### src/asp_pkg.sv
// Purpose: Shared constants and types for the sampling converter port
// Assumes: System clock of 100 MHz
// Notes: Times kept in their own unit, cycle counts derived from them
package asp_pkg;
  localparam int DATA_W = 8;
  localparam int AIN_W = 10;
  localparam int LATENCY = 5;
  localparam int WARM_CYCLES = 20;
  localparam int FIFO_DEPTH = 4;
  localparam int CLK_PERIOD_NS = 10;
  localparam int STOP_TIME_NS = 100000;
  // Longest idle time, rounded down
  localparam int STOP_CYCLES = STOP_TIME_NS / CLK_PERIOD_NS;
  localparam logic [DATA_W-1:0] CODE_MIN = 8'h00;
  localparam logic [DATA_W-1:0] CODE_MAX = 8'hff;
  localparam logic [DATA_W-1:0] CODE_MID = 8'h80;
  localparam logic signed [AIN_W-1:0] AIN_NEG_FS = -10'sd128;
  localparam logic signed [AIN_W-1:0] AIN_POS_FS = 10'sd127;

  typedef struct packed {
    logic range_exceeded_flag;
    logic [DATA_W-1:0] code;
  } asp_result_t;
endpackage

### src/asp_fifo.sv
// Purpose: Small flip-flop FIFO with valid/ready on both sides
// Assumes: Single clock, synchronous active-low reset
// Notes: Full and empty come from an occupancy count
`timescale 1ns/100ps
module asp_fifo #(
  parameter int WIDTH = 9,
  parameter int DEPTH = 4
) (
  input wire logic clk, // System clock
  input wire logic rst_b, // Synchronous reset, active low
  input wire logic [WIDTH-1:0] in_data, // Word to store
  input wire logic in_valid, // Word offered
  output logic in_ready, // Room for a word
  output logic [WIDTH-1:0] out_data, // Oldest word
  output logic out_valid, // Oldest word present
  input wire logic out_ready // Drain accepts
);
  localparam int AW = (DEPTH > 1) ? $clog2(DEPTH) : 1;
  localparam logic [AW:0] FULL_CNT = (AW+1)'(DEPTH);
  localparam logic [AW-1:0] LAST_IDX = AW'(DEPTH - 1);
  logic [WIDTH-1:0] mem_reg [DEPTH];
  logic [AW-1:0] wr_reg;
  logic [AW-1:0] rd_reg;
  logic [AW:0] cnt_reg;
  logic push;
  logic pop;

  function automatic logic [AW-1:0] bump(input logic [AW-1:0] p);
    return (p == LAST_IDX) ? '0 : p + 1'b1;
  endfunction

  assign in_ready = (cnt_reg != FULL_CNT);
  assign out_valid = (cnt_reg != '0);
  assign out_data = mem_reg[rd_reg];
  assign push = in_valid && in_ready;
  assign pop = out_valid && out_ready;

  always_ff @(posedge clk) begin
    if (push) begin
      mem_reg[wr_reg] <= in_data;
    end
  end

  always_ff @(posedge clk) begin
    if (!rst_b) begin
      wr_reg <= '0;
      rd_reg <= '0;
      cnt_reg <= '0;
    end else begin
      if (push) begin
        wr_reg <= bump(wr_reg);
      end
      if (pop) begin
        rd_reg <= bump(rd_reg);
      end
      if (push && !pop) begin
        cnt_reg <= cnt_reg + 1'b1;
      end else if (pop && !push) begin
        cnt_reg <= cnt_reg - 1'b1;
      end
    end
  end
endmodule

### src/asp_sample_port.sv
// Purpose: Clocked digital side of an 8-bit pipelined sampling converter
// Assumes: Conversion clock and power-down arrive as asynchronous pins
// Notes: Analog difference is given as a signed count, one count per code step
// Operation
// - While the conversion clock is high, the input difference is tracked.
// - Each falling edge captures the tracked difference and starts its conversion.
// - A result appears at the fifth falling edge after sampling, held until next.
// - Every falling edge launches a new conversion, one result per period.
// - After power-up or a clock stop over 100us, data invalid for 20 cycles.
// - Power-down low turns off amplifiers and bias, no conversions meanwhile.
// - In power-down, data and flag outputs stay driven.
// - Leaving power-down needs input high plus 20 cycles before data is valid.
// - Flag high with code 00 below, ff above full scale, low in range.
// - Straight binary coding maps minus to plus full scale onto codes 0 to 255.
`timescale 1ns/100ps
module asp_sample_port #(
  parameter int STOP_CYCLES = asp_pkg::STOP_CYCLES,
  parameter int LATENCY = asp_pkg::LATENCY,
  parameter int WARM_CYCLES = asp_pkg::WARM_CYCLES,
  parameter int FIFO_DEPTH = asp_pkg::FIFO_DEPTH
) (
  input wire logic CLK_SYS, // System clock, 100 MHz
  input wire logic RST_B, // Synchronous reset, active low
  input wire logic CONV_CLK, // Conversion clock pin
  input wire logic POWER_DOWN_N, // Power-down pin, active low
  input wire logic signed [asp_pkg::AIN_W-1:0] AIN_DIFF, // Input difference, signed
  output logic [asp_pkg::DATA_W-1:0] DATA, // Parallel result code
  output logic RANGE_EXCEEDED_FLAG, // Over or underrange
  output logic DATA_VALID, // Warm-up complete
  output logic POWERED_DOWN, // Bias and amplifiers off
  output logic [$bits(asp_pkg::asp_result_t)-1:0] STRM_DATA, // Buffered result
  output logic STRM_VALID, // Buffered result present
  input wire logic STRM_READY, // Drain accepts result
  output logic STRM_ACCEPT // Buffer has room
);
  localparam int IW = $clog2(STOP_CYCLES + 1);
  localparam int WW = $clog2(WARM_CYCLES + 1);
  localparam logic [IW-1:0] STOP_CNT = IW'(STOP_CYCLES);
  localparam logic [WW-1:0] WARM_CNT = WW'(WARM_CYCLES);

  logic clk_s1_reg, clk_s2_reg, clk_s3_reg;
  logic pd_s1_reg, pd_s2_reg;
  logic signed [asp_pkg::AIN_W-1:0] ain_s1_reg, ain_s2_reg, track_reg;
  logic pd_reg;
  logic [IW-1:0] idle_reg;
  logic [WW-1:0] warm_reg;
  asp_pkg::asp_result_t stage_reg [LATENCY];
  asp_pkg::asp_result_t out_reg;
  logic push_reg;
  logic fall;
  logic edge_seen;
  logic stopped;
  logic convert;

  function automatic asp_pkg::asp_result_t quantise(input logic signed [asp_pkg::AIN_W-1:0] v);
    asp_pkg::asp_result_t r;
    r.range_exceeded_flag = 1'b0;
    r.code = asp_pkg::CODE_MID + asp_pkg::DATA_W'(v);
    if (v < asp_pkg::AIN_NEG_FS) begin
      r.range_exceeded_flag = 1'b1;
      r.code = asp_pkg::CODE_MIN;
    end else if (v > asp_pkg::AIN_POS_FS) begin
      r.range_exceeded_flag = 1'b1;
      r.code = asp_pkg::CODE_MAX;
    end
    return r;
  endfunction

  // Pins cross into the system clock through two flops
  always_ff @(posedge CLK_SYS) begin
    if (!RST_B) begin
      // Idle level of the pin is high, so no false edge follows reset
      clk_s1_reg <= 1'b1;
      clk_s2_reg <= 1'b1;
      clk_s3_reg <= 1'b1;
      pd_s1_reg <= 1'b0;
      pd_s2_reg <= 1'b0;
      ain_s1_reg <= '0;
      ain_s2_reg <= '0;
    end else begin
      clk_s1_reg <= CONV_CLK;
      clk_s2_reg <= clk_s1_reg;
      clk_s3_reg <= clk_s2_reg;
      pd_s1_reg <= POWER_DOWN_N;
      pd_s2_reg <= pd_s1_reg;
      ain_s1_reg <= AIN_DIFF;
      ain_s2_reg <= ain_s1_reg;
    end
  end

  assign fall = clk_s3_reg && !clk_s2_reg;
  assign edge_seen = clk_s3_reg ^ clk_s2_reg;
  assign stopped = (idle_reg == STOP_CNT);
  assign convert = fall && !pd_reg;

  // Power-down state follows the synchronised pin
  always_ff @(posedge CLK_SYS) begin
    if (!RST_B) begin
      pd_reg <= 1'b1;
    end else begin
      pd_reg <= !pd_s2_reg;
    end
  end

  // Tracking only while clock is high and biased
  always_ff @(posedge CLK_SYS) begin
    if (!RST_B) begin
      track_reg <= '0;
    end else if (clk_s2_reg && !pd_reg) begin
      track_reg <= ain_s2_reg;
    end
  end

  // Five-deep pipeline; stage 0 is the fresh sample
  always_ff @(posedge CLK_SYS) begin
    if (!RST_B) begin
      for (int i = 0; i < LATENCY; i++) begin
        stage_reg[i] <= '0;
      end
    end else if (convert) begin
      stage_reg[0] <= quantise(track_reg);
      for (int i = 1; i < LATENCY; i++) begin
        stage_reg[i] <= stage_reg[i-1];
      end
    end
  end

  // Output holds between edges and through power-down
  always_ff @(posedge CLK_SYS) begin
    if (!RST_B) begin
      out_reg <= '0;
    end else if (convert) begin
      out_reg <= stage_reg[LATENCY-1];
    end
  end

  // Idle timer spots a stopped or too slow clock
  always_ff @(posedge CLK_SYS) begin
    if (!RST_B) begin
      idle_reg <= '0;
    end else if (edge_seen) begin
      idle_reg <= '0;
    end else if (!stopped) begin
      idle_reg <= idle_reg + 1'b1;
    end
  end

  // Reset holds warm-up at zero, as at power-up
  always_ff @(posedge CLK_SYS) begin
    if (!RST_B) begin
      warm_reg <= '0;
    end else if (pd_reg || stopped) begin
      warm_reg <= '0;
    end else if (fall && warm_reg != WARM_CNT) begin
      warm_reg <= warm_reg + 1'b1;
    end
  end

  always_ff @(posedge CLK_SYS) begin
    if (!RST_B) begin
      push_reg <= 1'b0;
    end else begin
      push_reg <= convert && (warm_reg == WARM_CNT);
    end
  end

  assign DATA = out_reg.code;
  assign RANGE_EXCEEDED_FLAG = out_reg.range_exceeded_flag;
  assign DATA_VALID = (warm_reg == WARM_CNT) && !pd_reg;
  assign POWERED_DOWN = pd_reg;

  // Words offered while full are dropped; STRM_ACCEPT shows when
  asp_fifo #(
    .WIDTH($bits(asp_pkg::asp_result_t)),
    .DEPTH(FIFO_DEPTH)
  ) u_fifo (
    .clk(CLK_SYS),
    .rst_b(RST_B),
    .in_data(out_reg),
    .in_valid(push_reg),
    .in_ready(STRM_ACCEPT),
    .out_data(STRM_DATA),
    .out_valid(STRM_VALID),
    .out_ready(STRM_READY)
  );
endmodule

### config.mk
export PLATFORM = sky130hd
export DESIGN_NAME = asp_sample_port
export DESIGN_NICKNAME = d
export VERILOG_FILES = /design/src/asp_pkg.sv /design/src/asp_fifo.sv /design/src/asp_sample_port.sv
export SDC_FILE = /design/constraint.sdc
export NUM_CORES = 1
export LEC_CHECK = 0
export BUFFER_PORTS_ARGS = -buffer_cell sky130_fd_sc_hd__buf_2
export CAP_MARGIN = 20
export CORE_UTILIZATION = 45
export DETAILED_ROUTE_END_ITERATION = 8
export GPL_ROUTABILITY_DRIVEN = 0
export GPL_TIMING_DRIVEN = 0
export PLACE_DENSITY_LB_ADDON = 0.2
export SYNTH_ARGS = -nofsm -noshare
export SYNTH_HDL_FRONTEND = slang
export SYNTH_SLANG_ARGS = --single-unit
### constraint.sdc
create_clock -name CLK_SYS -period 4.3 [get_ports CLK_SYS]
set_clock_uncertainty 0.15 [all_clocks]
set_input_delay 0.645 -clock CLK_SYS [delete_from_list [all_inputs] [get_ports CLK_SYS]]
set_output_delay 0.645 -clock CLK_SYS [all_outputs]
set_load 0.05 [all_outputs]
==> results.ini <==
[min_path]
min_from=pd_s2_reg
holdCritPathClass=reg -> reg
whs_endpoint=POWERED_DOWN
whs_path_depth=1

[clock_network]
ctsResizeCount=0
clockRootBuffer=clkbuf_16
postCtsHoldBufs=0
cts_max_level=4
cts-buffers-inserted=17
clkLatencyLatePin_ns=0.42
cts_tree=built
postCtsSetupRepairBufs=0
cts.reportedPaths.clkPinSlew_ns=0.06
cts_sinks=155
clk_path_buf_depth=2

[logic_synthesis]
synth_top_area_share_pct=42.2
syn-instance-count=440
synthSimpleGateAreaFrac_pct=15.6
syn_nets=467
syn_avg_cell_area_sq_um=13.1
synth_top_family_by_area=simple AND/OR/NAND/NOR gates
ys.flop_type=edfxtp_1
ys_types=41
yosysWarnings=0
synth-xor-area-share_pct=0.760
synth-seq-area-share_pct=67.9
synthArstFlopShare_pct=0
synth-adder-area-share_pct=2.74
synthMostInstantiatedCell=edfxtp_1
synth-edff-count=81
synth_compound_area_share_pct=6.43
synth_top_cells_by_count=edfxtp_1 (81), dfxtp_1 (74), and2_1 (58)
synthMuxAreaShare_pct=4.39
yosysTopAreaCell=edfxtp_1
synth_area_sq_um=5760
synth_area_leaders=edfxtp_1 (42%), dfxtp_1 (26%), and2_1 (6.3%), mux4_2 (3.5%), a21oi_1 (2.7%)
synth-seq-cells=155

[pwr]
switching_share_pct=19.2
combPwrFrac_pct=1.6
seqPwrFrac_pct=50.2
p_int_uw=2550
cellLeakagePower_uw=0.00234
pwr_density_cell_nw_per_um2=467
power_uw=3160
pwr-share-clk_pct=48.1
peakVddDrop_mv=0.268
power.switching_uw=608

[final_layout]
syn_to_final_growth_pct=17.4
nNetsFinal=522
fill_cells=1020
antenna_cells=0
largest_reg_flops=45
design_area_sq_um=6760
drive_gt1_share_pct=15.9

[drt]
dr.pass1.iters=4
drc=0
vias=3364
drt_iter0_markers=233
wl_per_cell_um=13.8
routed_via_density=4.98
wl_um=9320
ant_nets=0

[setup_path]
crit_required_ns=4.15
cp_slowest_cell=a21oi_1
reg2reg_from=clk_s2_reg
slowest_delay_ns=0.76
crit_path_end_kind=register
r2r_end=stage_reg[2][6]
rr_worst_depth=5
arrival_ns=2.61
crit_chain=inv_1, ha_1, clkbuf_1, a21oi_1, inv_2
r2r_slack_ns=1.54
startpoint_type=register
crit_type=reg -> reg
cp_max_fo=45

[sta]
period_needed_ns=2.76
setup_tns_ns=0
fin_crit_sh_pct=64.1
setup_viol=0
slew_headroom_pct=37.7
fmax_ghz=0.363
drv_slew=0
rsz0062_at_grt=false
finalHoldViolations=0
tightest_slew_ns=0.935
fin_ws_ns=1.54

[floorplanning]
io_pins=37
die-area_sq_um=13300
rows=40
start_util_pct=47.0
die-width_um=115
coreArea_sq_um=12300
die_h_um=115

[global_route]
grt_pass1_vias=3289
grt_pass1_wl_um=15500
grt-ovfl-total=0
grtUsageTotal_pct=15.8
grt_max_degree=46
antenna_found_initial=0

[place]
place_ws_ns=1.17
place_area_sq_um=6150
portBuffers=36
hpwl_um=6080

[outcome]
status=finished clean

[run]
drv_cap=0

[cell usage in the layout (no fill, tap or decap), types with 5 or more instances in the layout]
master and instances:
a21oi_1 31, a22o_1 9, and2_1 58, buf_2 37
clkbuf_1 14, clkbuf_16 18, dfxtp_1 74, edfxtp_1 81
ha_1 11, inv_1 15, mux2i_1 5, mux4_2 9
nand2_1 41, nand2b_1 5, nand3_1 11, nand4_1 5
nor2_1 11, o21ai_0 9, o31ai_1 5, or3_1 7
or4_1 5, xor2_1 5
[cells by family after synthesis]
group | after synthesis
DFF | 155
adders and majority gates | 12
AOI/OAI and AO/OA | 61
xor gates and xnor gates | 5
and+or+nand+nor | 160
muxes | 14
buffers and inverters | 33
[per-layer routing]
layer	GRT usage (%)	wire [um]	vias up
met3	5.69	295	13
li1	-	-	1686
met5	0	0	-
met2	26.0	4690	52
met4	7.45	110	0
met1	18.4	4220	1613
[power groups by stage]
stage | clock [uW] | combinational [uW] | sequential [uW]
after detailed placement | 0 | 53.3 | 1620
after CTS | 1550 | 53.4 | 1590
final | 1520 | 52.0 | 1590
after global placement | 0 | 52.0 | 1620
after global routing | 1620 | 60.0 | 1590
after floorplan | 0 | 34.4 | 1620
[area by class of cell]
cell class              instances  area [sq um]  area share (%)
repair buffers                 36           180            2.66
plain buffers                  16          61.3           0.906
clock buffers                  21           472            6.97
clock inverters                11           140            2.07
flip-flops and latches        155          3910            57.9
inverters                      17          63.8           0.943
multi-input cells             252          1720            25.5
well taps                     168           210            3.11
[worst max-delay path: cells and delay by family (launching register included)]
kind	cells	cell delay (ns)
buffers and inverters	3	0.88
AO/OA/AOI/OAI	1	0.76
flip-flops	1	0.34
adder cells (fa/ha/maj)	1	0.18
[worst max-delay path by stage]
stage / start / to / cells after the start
3_5_place_dp: RST_B / stage_reg[4][5] / 4
2_1_floorplan: RST_B / stage_reg[0][0] / 3
5_1_grt: clk_s2_reg / stage_reg[2][4] / 5
6_report: clk_s2_reg / stage_reg[2][6] / 5
4_1_cts: clk_s2_reg / stage_reg[3][5] / 5
3_3_place_gp: RST_B / stage_reg[0][5] / 4
[metrics by stage]
| stage | util (%) | instances | hold WS, ns |
|---|---|---|---|
| 3_5_place_dp | 50.2 | 644 | 0.213 |
| 6_report | 55.2 | 676 | 0.223 |
| 4_1_cts | 55.2 | 676 | 0.228 |
| 5_1_grt | 55.2 | 676 | 0.240 |
| 2_1_floorplan | - | 440 | 0.202 |
| 3_3_place_gp | 50.2 | 644 | 0.206 |
No activity file was read; power rests on OpenSTA's default activity.
